$ cat src/core/smpc_pkg.sv
// Package for the sleep mode power controller: modes, constants, carriers
package smpc_pkg;

   typedef enum logic [2:0] {
      SMPC_MODE_IDLE    = 3'h0,
      SMPC_MODE_QUIET   = 3'h1,
      SMPC_MODE_PDOWN   = 3'h2,
      SMPC_MODE_PSAVE   = 3'h3,
      SMPC_MODE_RES4    = 3'h4,
      SMPC_MODE_RES5    = 3'h5,
      SMPC_MODE_STANDBY = 3'h6,
      SMPC_MODE_EXTSTBY = 3'h7
   } smpc_mode_e;

   typedef enum logic [1:0] {
      SMPC_ST_RUN   = 2'h0,
      SMPC_ST_SLEEP = 2'h1,
      SMPC_ST_START = 2'h2,
      SMPC_ST_HALT  = 2'h3
   } smpc_state_e;

   // Clock domain enables, one bit per domain
   typedef struct packed {
      logic cpu;
      logic flash;
      logic io;
      logic adc;
      logic tmr2_sync;
      logic tmr2_async;
      logic main_osc;
   } smpc_clk_s;

   // Wake sources seen while sleeping
   typedef struct packed {
      logic ext_low;
      logic ext_high;
      logic pin_change;
      logic addr_match;
      logic twi_irq;
      logic wdt_irq;
      logic adc_done;
      logic store_ready;
      logic tmr2_irq;
      logic periph_irq;
   } smpc_wake_s;

   localparam int  SMPC_CLK_MHZ        = 250;
   localparam int  SMPC_HALT_CYCLES    = 4;
   localparam int  SMPC_STANDBY_CYCLES = 6;
   localparam int  SMPC_BOD_WAKE_US    = 60;
   localparam int  SMPC_BOD_WAKE_CYC   = SMPC_BOD_WAKE_US * SMPC_CLK_MHZ;
   localparam int  SMPC_UNLOCK_CYCLES  = 4;
   localparam int  SMPC_BROWNOUT_SLEEP_OFF_DELAY     = 3;
   localparam int  SMPC_BROWNOUT_SLEEP_OFF_HOLD      = 3;
   localparam int  SMPC_CNT_W          = 16;
   localparam int  SMPC_PRR_W          = 8;
   localparam logic [SMPC_PRR_W-1:0] SMPC_PRR_RESET = 8'h00;
   localparam int  SMPC_BROWNOUT_SLEEP_OFF_BIT       = 6;
   localparam logic SMPC_BROWNOUT_SLEEP_OFF_RESET    = 1'b0;

endpackage

$ cat src/core/smpc_brownout_sleep_off_seq.sv
// Timed unlock sequence for the brown-out sleep-off control bit
`timescale 1ns/10ps
`default_nettype none
module smpc_brownout_sleep_off_seq (
   // Clock and reset
   input  wire logic ref_clk_in,
   input  wire logic reset_in,
   // Control register write
   input  wire logic ctrl_wr_in,
   input  wire logic sleep_off_in,
   input  wire logic unlock_in,
   // Status
   output logic      unlock_open_out,
   output logic      sleep_off_active_out
);
   logic [2:0] win_r;
   logic [2:0] dly_r;
   logic [2:0] hold_r;
   logic       open_w;
   logic       arm_w;

   assign open_w  = (win_r != 3'h0);
   assign arm_w   = ctrl_wr_in && sleep_off_in && !unlock_in && open_w;

   // Unlock window opens on a write with both bits one
   always_ff @(posedge ref_clk_in or posedge reset_in) begin
      if (reset_in) begin
         win_r  <= 3'h0;
         dly_r  <= 3'h0;
         hold_r <= 3'h0;
      end else begin
         if (ctrl_wr_in && sleep_off_in && unlock_in) begin
            win_r <= 3'(smpc_pkg::SMPC_UNLOCK_CYCLES);
         end else if (arm_w) begin
            win_r <= 3'h0;
         end else if (open_w) begin
            win_r <= win_r - 3'h1;
         end
         if (arm_w) begin
            dly_r <= 3'(smpc_pkg::SMPC_BROWNOUT_SLEEP_OFF_DELAY);
         end else if (dly_r != 3'h0) begin
            dly_r <= dly_r - 3'h1;
         end
         if (dly_r == 3'h1) begin
            hold_r <= 3'(smpc_pkg::SMPC_BROWNOUT_SLEEP_OFF_HOLD);
         end else if (hold_r != 3'h0) begin
            hold_r <= hold_r - 3'h1;
         end
      end
   end

   assign unlock_open_out      = open_w;
   assign sleep_off_active_out = (hold_r != 3'h0);
endmodule
`default_nettype wire

$ cat src/core/smpc_top.sv
// Sleep mode power controller: mode decode, clock gating, wake sequencing
`timescale 1ns/10ps
`default_nettype none
module smpc_top #(
   parameter int PRR_W        = smpc_pkg::SMPC_PRR_W,
   parameter int BOD_WAKE_CYC = smpc_pkg::SMPC_BOD_WAKE_CYC,
   parameter int CNT_W        = smpc_pkg::SMPC_CNT_W
) (
   // Clock and reset
   input  wire logic                 ref_clk_in,
   input  wire logic                 reset_in,
   // Sleep control from core
   input  wire logic                 sleep_arm_bit_in,
   input  wire logic [2:0]           sleep_mode_select_in,
   input  wire logic                 sleep_instr_in,
   input  wire logic                 ext_crystal_in,
   input  wire logic [CNT_W-1:0]     startup_cycles_in,
   // Brown-out sleep-off control write
   input  wire logic                 mcu_ctrl_wr_in,
   input  wire logic                 brownout_sleep_off_in,
   input  wire logic                 brownout_sleep_off_unlock_in,
   // Peripheral clock gating
   input  wire logic [PRR_W-1:0]     peripheral_clock_gate_in,
   // Wake sources
   input  wire smpc_pkg::smpc_wake_s wake_in,
   input  wire logic                 any_reset_in,
   input  wire logic                 global_irq_en_in,
   input  wire logic                 tmr2_enabled_in,
   input  wire logic                 tmr2_async_in,
   input  wire logic                 adc_enabled_in,
   // Clock domain enables and status
   output var smpc_pkg::smpc_clk_s   clk_en_out,
   output logic [PRR_W-1:0]          periph_clk_en_out,
   output logic [PRR_W-1:0]          periph_access_ok_out,
   output logic                      core_halt_out,
   output logic                      resume_irq_out,
   output logic                      reset_vector_out,
   output logic                      adc_start_out,
   output logic                      brownout_detector_en_out,
   output logic                      brownout_sleep_off_out,
   output logic                      sleeping_out,
   output logic [2:0]                active_mode_out
);
   smpc_pkg::smpc_state_e state_r;
   smpc_pkg::smpc_state_e state_nxt;
   smpc_pkg::smpc_mode_e  mode_r;
   logic [CNT_W-1:0]      cnt_r;
   logic [CNT_W-1:0]      cnt_nxt;
   logic                  bod_off_r;
   logic                  sleep_off_active_w;
   logic                  enter_w;
   logic                  valid_mode_w;
   logic                  wake_w;
   logic                  standby_w;
   logic                  tmr2_wake_w;
   logic                  deep_w;
   logic                  osc_keep_w;
   logic [CNT_W-1:0]      start_len_w;
   smpc_pkg::smpc_clk_s   clk_nxt;
   smpc_pkg::smpc_clk_s   clk_r;
   logic                  adc_start_r;
   logic                  reset_vec_r;
   logic                  resume_r;

   // Mode is legal: reserved codes never sleep; standby codes need a crystal
   function automatic logic mode_ok(input logic [2:0] m, input logic xtal);
      mode_ok = (m <= 3'h3) || (m >= 3'h6 && xtal);
   endfunction

   assign valid_mode_w = mode_ok(sleep_mode_select_in, ext_crystal_in);
   assign enter_w      = (state_r == smpc_pkg::SMPC_ST_RUN) && sleep_arm_bit_in
                         && sleep_instr_in && valid_mode_w;
   assign standby_w    = (mode_r == smpc_pkg::SMPC_MODE_STANDBY) || (mode_r == smpc_pkg::SMPC_MODE_EXTSTBY);
   assign deep_w       = (mode_r >= smpc_pkg::SMPC_MODE_PDOWN);
   assign osc_keep_w   = standby_w;
   assign tmr2_wake_w  = tmr2_enabled_in && global_irq_en_in && wake_in.tmr2_irq;

   // Wake source filter per mode
   always_comb begin
      case (mode_r)
         smpc_pkg::SMPC_MODE_IDLE:
            wake_w = |wake_in;
         smpc_pkg::SMPC_MODE_QUIET:
            wake_w = wake_in.adc_done || wake_in.wdt_irq || wake_in.twi_irq || wake_in.tmr2_irq
                     || wake_in.store_ready || wake_in.ext_high || wake_in.ext_low
                     || wake_in.pin_change;
         smpc_pkg::SMPC_MODE_PDOWN, smpc_pkg::SMPC_MODE_STANDBY:
            wake_w = wake_in.addr_match || wake_in.ext_low || wake_in.pin_change
                     || wake_in.wdt_irq;
         smpc_pkg::SMPC_MODE_PSAVE, smpc_pkg::SMPC_MODE_EXTSTBY:
            wake_w = wake_in.addr_match || wake_in.ext_low || wake_in.pin_change
                     || wake_in.wdt_irq || tmr2_wake_w;
         default:
            wake_w = 1'b0;
      endcase
   end

   // Restart length: standby six cycles, deep modes fuse start-up, long if detector was off
   assign start_len_w = bod_off_r ? CNT_W'(BOD_WAKE_CYC) :
                        standby_w ? CNT_W'(smpc_pkg::SMPC_STANDBY_CYCLES) :
                        deep_w    ? startup_cycles_in :
                        CNT_W'(1);

   always_comb begin
      state_nxt = state_r;
      cnt_nxt   = cnt_r;
      case (state_r)
         smpc_pkg::SMPC_ST_RUN: begin
            if (enter_w) begin
               state_nxt = smpc_pkg::SMPC_ST_SLEEP;
            end
         end
         smpc_pkg::SMPC_ST_SLEEP: begin
            if (wake_w) begin
               state_nxt = smpc_pkg::SMPC_ST_START;
               cnt_nxt   = start_len_w;
            end
         end
         smpc_pkg::SMPC_ST_START: begin
            if (cnt_r <= CNT_W'(1)) begin
               state_nxt = smpc_pkg::SMPC_ST_HALT;
               cnt_nxt   = CNT_W'(smpc_pkg::SMPC_HALT_CYCLES);
            end else begin
               cnt_nxt = cnt_r - CNT_W'(1);
            end
         end
         smpc_pkg::SMPC_ST_HALT: begin
            if (cnt_r <= CNT_W'(1)) begin
               state_nxt = smpc_pkg::SMPC_ST_RUN;
            end else begin
               cnt_nxt = cnt_r - CNT_W'(1);
            end
         end
         default: begin
            state_nxt = smpc_pkg::SMPC_ST_RUN;
         end
      endcase
      // Reset wins over any wake path and restarts at the vector
      if (any_reset_in && state_r != smpc_pkg::SMPC_ST_RUN) begin
         state_nxt = smpc_pkg::SMPC_ST_RUN;
         cnt_nxt   = '0;
      end
   end

   // Clock domain plan per state and mode
   always_comb begin
      clk_nxt = '1;
      if (state_r == smpc_pkg::SMPC_ST_SLEEP) begin
         clk_nxt.cpu   = 1'b0;
         clk_nxt.flash = 1'b0;
         case (mode_r)
            smpc_pkg::SMPC_MODE_IDLE: begin
            end
            smpc_pkg::SMPC_MODE_QUIET: begin
               clk_nxt.io = 1'b0;
            end
            smpc_pkg::SMPC_MODE_PDOWN, smpc_pkg::SMPC_MODE_STANDBY: begin
               clk_nxt.io         = 1'b0;
               clk_nxt.adc        = 1'b0;
               clk_nxt.tmr2_sync  = 1'b0;
               clk_nxt.tmr2_async = 1'b0;
               clk_nxt.main_osc   = osc_keep_w;
            end
            smpc_pkg::SMPC_MODE_PSAVE, smpc_pkg::SMPC_MODE_EXTSTBY: begin
               clk_nxt.io         = 1'b0;
               clk_nxt.adc        = 1'b0;
               clk_nxt.tmr2_sync  = tmr2_enabled_in && !tmr2_async_in;
               clk_nxt.tmr2_async = tmr2_enabled_in && tmr2_async_in;
               clk_nxt.main_osc   = osc_keep_w || clk_nxt.tmr2_sync;
            end
            default: begin
            end
         endcase
      end else if (state_r != smpc_pkg::SMPC_ST_RUN) begin
         // Clocks restart, core stays halted
         clk_nxt.cpu = 1'b0;
      end
   end

   // Only clocks are stopped; storage is never reset or written on wake
   always_ff @(posedge ref_clk_in or posedge reset_in) begin
      if (reset_in) begin
         state_r     <= smpc_pkg::SMPC_ST_RUN;
         mode_r      <= smpc_pkg::SMPC_MODE_IDLE;
         cnt_r       <= '0;
         bod_off_r   <= 1'b0;
         clk_r       <= '1;
         adc_start_r <= 1'b0;
         reset_vec_r <= 1'b0;
         resume_r    <= 1'b0;
      end else begin
         state_r     <= state_nxt;
         cnt_r       <= cnt_nxt;
         clk_r       <= clk_nxt;
         if (enter_w) begin
            mode_r <= smpc_pkg::smpc_mode_e'(sleep_mode_select_in);
         end
         // Detector off only in deep modes entered while the sleep-off bit is live
         if (enter_w) begin
            bod_off_r <= sleep_off_active_w && (sleep_mode_select_in >= 3'h2);
         end else if (state_r == smpc_pkg::SMPC_ST_HALT || state_nxt == smpc_pkg::SMPC_ST_RUN) begin
            bod_off_r <= bod_off_r && state_r == smpc_pkg::SMPC_ST_SLEEP && state_nxt != smpc_pkg::SMPC_ST_RUN;
         end
         adc_start_r <= enter_w && adc_enabled_in
                        && (sleep_mode_select_in <= 3'h1);
         reset_vec_r <= any_reset_in && state_r != smpc_pkg::SMPC_ST_RUN;
         resume_r    <= state_r == smpc_pkg::SMPC_ST_HALT && state_nxt == smpc_pkg::SMPC_ST_RUN;
      end
   end

   smpc_brownout_sleep_off_seq u_brownout_sleep_off_seq (
      .ref_clk_in           (ref_clk_in),
      .reset_in             (reset_in),
      .ctrl_wr_in           (mcu_ctrl_wr_in),
      .sleep_off_in         (brownout_sleep_off_in),
      .unlock_in            (brownout_sleep_off_unlock_in),
      .unlock_open_out      (),
      .sleep_off_active_out (sleep_off_active_w)
   );

   // Gating only meaningful while the I/O clock runs
   assign periph_clk_en_out        = clk_r.io ? ~peripheral_clock_gate_in : '0;
   assign periph_access_ok_out     = ~peripheral_clock_gate_in;
   assign clk_en_out               = clk_r;
   assign core_halt_out            = (state_r != smpc_pkg::SMPC_ST_RUN);
   assign sleeping_out             = (state_r == smpc_pkg::SMPC_ST_SLEEP);
   assign resume_irq_out           = resume_r;
   assign reset_vector_out         = reset_vec_r;
   assign adc_start_out            = adc_start_r;
   assign brownout_detector_en_out = !(bod_off_r && state_r == smpc_pkg::SMPC_ST_SLEEP);
   assign brownout_sleep_off_out   = sleep_off_active_w;
   assign active_mode_out          = mode_r;
endmodule
`default_nettype wire

$ cat config.mk
export PLATFORM = sky130hd
export DESIGN_NAME = smpc_top
export DESIGN_NICKNAME = d
export VERILOG_FILES = /design/src/core/smpc_pkg.sv /design/src/core/smpc_brownout_sleep_off_seq.sv /design/src/core/smpc_top.sv
export SDC_FILE = /design/constraint.sdc
export NUM_CORES = 1
export LEC_CHECK = 0
export BUFFER_PORTS_ARGS = -buffer_cell sky130_fd_sc_hd__buf_2
export CAP_MARGIN = 10
export CORE_ASPECT_RATIO = 1.4
export CORE_MARGIN = 2
export CORE_UTILIZATION = 46
export CTS_CLUSTER_DIAMETER = 50
export DETAILED_ROUTE_END_ITERATION = 6
export PLACE_DENSITY = 0.88
export SETUP_SLACK_MARGIN = 0.3
export SYNTH_ARGS = -nofsm -noshare
export SYNTH_HDL_FRONTEND = slang
export SYNTH_SLANG_ARGS = --single-unit
$ cat constraint.sdc
create_clock -name ref_clk_in -period 1.9 [get_ports ref_clk_in]
set_input_delay 0.38 -clock ref_clk_in [delete_from_list [all_inputs] [get_ports ref_clk_in]]
set_output_delay 0.38 -clock ref_clk_in [all_outputs]
set_load 0.05 [all_outputs]
# [Word-level counts from Yosys, hierarchy flattened]
# Cells that the tools add are included.
[totals] in_bits=50 word_cells=124 register_bits=41 output_inout_bits=33
[op_classes] n_eq_ne=11 bitwise=1 n_addsub=4 n_reduce_logical=55 n_lt_le_gt_ge=6 mux=30
[ops] cell="$mux W16" count=7
[ops] cell="$pmux W16 S3" count=1
[ops] cell="$mux W3" count=7
[ops] cell="$logic_and A1 B1 Y1" count=19
[ops] cell="$le A16 B1 Y1 const B" count=1
[ops] cell="$sub A16 B1 Y16 const B" count=1
[ops] cell="$logic_or A1 B1 Y1" count=15
[ops] cell="$reduce_bool A3 Y1" count=4
[ops] cell="$mux W2" count=5
[ops] cell="$reduce_bool A2 Y1" count=5
[ops] cell="$reduce_or A10 Y1" count=1
[ops] cell="$sub A3 B1 Y3 const B" count=3
[ops] cell="$mux W8" count=1
[ops] cell="$not A8 Y8" count=1
[ops] cell="$pmux W2 S4" count=1
[ops] cell="$pmux W4 S2" count=1
[ops] cell="$eq A3 B1 Y1 const B" count=2
[ops] cell="$eq A3 B2 Y1 const B" count=2
[ops] cell="$eq A3 B3 Y1 const B" count=2
[ops] cell="$ge A3 B2 Y1 const B" count=2
[ops] cell="$mux W6" count=1
[ops] cell="$mux W1" count=5
[ops] cell="$reduce_or A5 Y1" count=1
[ops] cell="$eq A2 B2 Y1 const B" count=2
[ops] cell="13 further kinds" count=17

# [Depth between registers and ports, before layout]
[depth] ltp_word=15 ltp_mapped=9 depth_no_buf=8

# [Modules after synthesis]
# Synthesis repeated with hierarchy kept, for this count alone.
[unflattened] hier_cells=274 hier_area_um2=2507.4
[modules_own_cells] mod="smpc_top" seq_area_each_um2=809.5 cells_each=221 n_inst=1 area_per_inst_um2=1991.9
[modules_own_cells] mod="smpc_brownout_sleep_off_seq" seq_area_each_um2=225.2 cells_each=53 n_inst=1 area_per_inst_um2=515.5

# [Worst setup path before layout]
# No wires, ideal clock.
[synth_timing] kind="register to output" startpoint="reg state_r[0]" endpoint="out brownout_detector_en_out" n_path_buf=2 setup_slack_ns=-0.126 stages_incl_launch_ff=5 t_arrival_ns=1.646 t_required_ns=1.520 path_cell_list="dfrtp_1 clkbuf_8 nor2b_1 clkbuf_1 nand2_1"
[synth_between] elab_chain_cells=3
[synth_rtl] element="start: declaration" line_no="smpc_top.sv:44" source="smpc_pkg::smpc_state_e state_r;"
[synth_rtl] element="start signal: assignment" line_no="smpc_top.sv:183" source="state_r <= smpc_pkg::SMPC_ST_RUN;"
[synth_rtl] element="start signal: assignment" line_no="smpc_top.sv:192" source="state_r <= state_nxt;"
[synth_rtl] element="$eq A2 B1 Y1"
[synth_rtl] element="named net sleeping_out" line_no="smpc_top.sv:41" source="output logic sleeping_out,"
[synth_rtl] element="$logic_and A1 B1 Y1" line_no="smpc_top.sv:230" source="assign brownout_detector_en_out = !(bod_off_r && state_r == smpc_pkg::SMPC_ST_SLEEP);"
[synth_rtl] element="$logic_not A1 Y1" line_no="smpc_top.sv:230"
[synth_rtl] element="end: declaration" line_no="smpc_top.sv:39" source="output logic brownout_detector_en_out,"
# The timed path passes the listed nets, and every way through them passes these cells.

# [Final worst setup path]
[layout_timing] startpoint="reg cnt_r[7]" endpoint="reg cnt_r[5]"
[layout_between] elab_chain_cells=4 elab_cells_between_ends=6 classes_between="1 x order compare; 1 x eq/ne; 3 x mux; 1 x reduce/logical"
[layout_rtl] element="start: declaration" line_no="smpc_top.sv:47" source="logic [CNT_W-1:0] cnt_r;"
[layout_rtl] element="start signal: assignment" line_no="smpc_top.sv:193" source="cnt_r <= cnt_nxt;"
[layout_rtl] element="$le A16 B1 Y1 *" line_no="smpc_top.sv:120, smpc_top.sv:128"
[layout_rtl] element="$mux W16" line_no="smpc_top.sv:120" source="if (cnt_r <= CNT_W'(1)) begin"
[layout_rtl] element="$pmux W16 S3" line_no="smpc_top.sv:107" source="case (state_r)"
[layout_rtl] element="$mux W16" line_no="smpc_top.sv:139" source="if (any_reset_in && state_r != smpc_pkg::SMPC_ST_RUN) begin"
# Mark *: on every way between the ends. The rest lies on a longest branch, timed or not.
# A chain may end at the register's enable or synchronous reset.

==> results.md <==
- Outcome: finished with violations
- Failing checks: setup timing
- Max VDD drop: 0.917 mV
- Per-cell routed wire length: 17.8 um
- H-tree Lvls: 2
- Worst R2R Setup Slack: -130 ps
- Post-Synthesis Cells: 275
- Placed insts: 442
- Post-DRT Antenna Nets: 0
- Crit path cell chain: or4_4 > nor3_4 > and2_4 > mux2i_1 > o21a_1 > o22ai_2
- Drt first pass iters: 5
- Power Dens Cells: 1890 nW/um^2
- Adder-cell area share of the yosys netlist: 0.0487
- Antenna violations before repair: 0
- Fin crit share: 1.07
- Crit Path Class: flop to flop
- Pin count of the biggest net entering global routing: 42
- Bufs and invs on worst path: 0
- Final #Nets: 460
- Endpoints failing setup: 14
- Max Transition Viols Final: 0
- Slowest stage delay, CP: 590 ps
- Period minus WS final: 2030 ps
- Max-cap viol count: 0
- Core footprint: 5240 sq um
- Setup slack after layout: -126 ps
- Leakage: 1.90 nW
- Cell family with the largest share of critical-path delay: simple AND/OR/NAND/NOR gates
- Max clock buf depth: 2
- Dpl hpwl: 5540 um
- Syn Nets: 334
- WP data required: 2090 ps
- Register area share after synthesis: 0.411
- Final Cell Area: 3790 sq um
- Final hold violation count: 0
- Clk_lat worst skew: 300 ps
- Arr. time, crit path: 2220 ps
- Synth Flop Type: dfrtp_1
- Post-Syn Area per Cell: 9.15 sq um
- Crit. Startpoint: cnt_r[7]
- Row count: 31
- DR vias/cell: 5.61
- Pre-CTS WS: -89.7 ps
- Max Fclk: 494 MHz
- Via count: 2626
- CP max stage cell: or4_4
- Non-filler cells in the finished layout: 468
- Initial DRC Count: 235
- Max Fanout on Critical Path: 4
- RR Endpoint: cnt_r[5]
- Reg clk slew, reported paths: 80 ps
- CTS tree: built
- GRT overflow: 0
- TNS Setup: -463 ps
- Placer congestion estimate: 0.859
- All-Layer GR Usage: 0.278
- Root Buffer: clkbuf_8
- Area Growth Syn to Fin: 50.6%
- Mux share of post-synthesis cell area: 0.0124
- Post-synthesis compound-gate area fraction: 0.206
- Asr flop ratio synth: 1.00
- Clk sinks: 41
- Number of flops mapped to enable cells by yosys: 0
- CP startpoint kind: flop
- First-pass GRT wire length: 12800 um
- Chip width: 66.5 um
- Synth cell types: 64
- Synthesized area: 2520 sq um
- Post-DP Area: 3280 sq um
- Reg2Reg Depth: 6
- Slew HR: 0.644
- HP Class: input pin to async pin
- Synthesized flop and latch total: 41
- RSZ-0062 raised after global routing: yes
- Core Util, Final: 0.724
- Layout cells sized above 1: 0.515
- Cts bufs inserted: 5
- Antenna diodes: 0
- Main combinational cell family by area after synthesis: simple AND/OR/NAND/NOR gates
- Syn. warnings: 0
- Final wirelength: 8330 um
- DRC errors left: 0
- Port Buf Inserts: 82
- Worst reg2reg startpoint: cnt_r[7]
- Worst Skew: 5.00 ps
- Critical path endpoint: cnt_r[5]
- Worst Max-Slew Pin Slew: 534 ps
- IO Count: 83
- Initial core utilization: 0.481
- XOR/XNOR Fraction of Synth Area: 0.0383
- Stages on the worst setup path: 6
- Chip Height: 91.5 um
- Vias in the first global route: 2676
- Post-synthesis simple-gate area fraction: 0.217
- Die ar.: 6090 sq um
- Worst Setup End Kind: flop
[stage by stage]
stage / hold slack, ps / total power, mW
finish: 201 / 7.15
global route: 262 / 7.56
CTS: 211 / 6.76
detailed placement: 479 / 5.52
global placement: 477 / 5.35
floorplan: 458 / 4.38
[metal layers]
metal  GRT usage  up-vias  part of all wire
li1            -     1209                 -
met1       0.320     1254              0.35
met2       0.483      136              0.55
met3      0.0570       27             0.065
met4       0.122        0             0.032
met5           0        -                 0
[sequential cells by signal, summed over array words and instances, names as in the netlist]
name                             count
u_brownout_sleep_off_seq.win_r       3
bod_off_r                            1
u_brownout_sleep_off_seq.dly_r       3
reset_vector_out                     1
adc_start_out                        1
state_r                              2
active_mode_out                      3
cnt_r                               16
u_brownout_sleep_off_seq.hold_r      3
resume_irq_out                       1
clk_en_out                           7
[power breakdown]
group | internal, mW | switching, mW | total [mW]
registers | 1.23 | 0.332 | 1.56
clock network | 0.328 | 0.314 | 0.642
logic | 2.27 | 2.68 | 4.95
total | 3.83 | 3.32 | 7.15
[cells by family after synthesis]
logic type | after synthesis
compound gates | 76
xor+xnor | 11
fa+ha+maj | 10
buf+inv | 38
flops | 41
mux | 3
simple gates | 96
[what timing repair did]
| action | CTS | global route |
|---|---|---|
| buffers inserted | 10 | 8 |
| resized for setup | 62 | 18 |
| pin swaps | 17 | 10 |
| hold buffers | 0 | 0 |
| endpoints found under the setup margin | 33 | 34 |
[tightest hold or removal path: cells and delay by family]
kind / cells / cell delay (ps)
buffers and inverters: 3 / 580
[synthesized netlist by cell type, types with 2 or more instances]
cell type | number | area share
a211oi_1 | 2 | 0.0060
a21o_1 | 2 | 0.0060
a21o_2 | 2 | 0.0070
a21oi_1 | 16 | 0.032
a22o_1 | 8 | 0.028
a22oi_1 | 4 | 0.012
a31oi_1 | 2 | 0.0050
a32oi_1 | 2 | 0.0070
buf_2 | 2 | 0.0040
clkbuf_1 | 7 | 0.010
dfrtp_1 | 34 | 0.34
dfstp_2 | 7 | 0.073
ha_1 | 9 | 0.045
inv_1 | 25 | 0.037
mux2i_1 | 2 | 0.0080
nand2_1 | 26 | 0.039
nand2b_1 | 2 | 0.0050
nand3_1 | 5 | 0.0099
nor2_1 | 18 | 0.027
nor2b_1 | 12 | 0.030
nor3_1 | 9 | 0.018
nor3b_1 | 2 | 0.0060
nor4_2 | 2 | 0.0099
o211ai_1 | 3 | 0.0089
o21a_1 | 2 | 0.0060
o21ai_0 | 10 | 0.020
o21ai_1 | 8 | 0.016
o31ai_1 | 3 | 0.0089
or2_2 | 3 | 0.0075
or3_1 | 2 | 0.0050
or4_4 | 2 | 0.0089
xnor2_1 | 7 | 0.024
xor2_1 | 4 | 0.014
[worst min path at each step]
stage	startpoint	endpoint	slack, ps
detailed placement	u_brownout_sleep_off_seq.win_r[0]	u_brownout_sleep_off_seq.win_r[0]	480
finish	reset_in	adc_start_out	200
CTS	reset_in	u_brownout_sleep_off_seq.win_r[1]	210
global placement	u_brownout_sleep_off_seq.win_r[0]	u_brownout_sleep_off_seq.win_r[0]	480
floorplan	u_brownout_sleep_off_seq.win_r[0]	u_brownout_sleep_off_seq.win_r[0]	460
global route	reset_in	adc_start_out	260
[cell usage in the layout (no fill, tap or decap), types with 4 or more instances in the layout]
cell type and instances:
a21oi_1 15, nor2_1 15, nand3_1 5, xnor2_1 7
xor2_1 4, o21ai_0 10, dfrtp_2 6, dfrtp_1 28
nor3_1 6, ha_1 7, buf_4 41, buf_8 11
clkbuf_8 7, inv_1 22, dfstp_2 7, buf_2 69
a22o_1 8, nand2_1 22, nor2b_4 9, o21ai_1 7
buf_6 10
[area by class of cell]
type / count / area [sq um]
inverters: 26 / 100
fillers: 379 / 1440
well taps: 66 / 82.6
repair buffers: 131 / 931
multi-input cells: 196 / 1540
flip-flops and latches: 41 / 1040
clock inverters: 1 / 5.00
clock buffers: 7 / 96.3
Power figures use the tool's default switching activity.
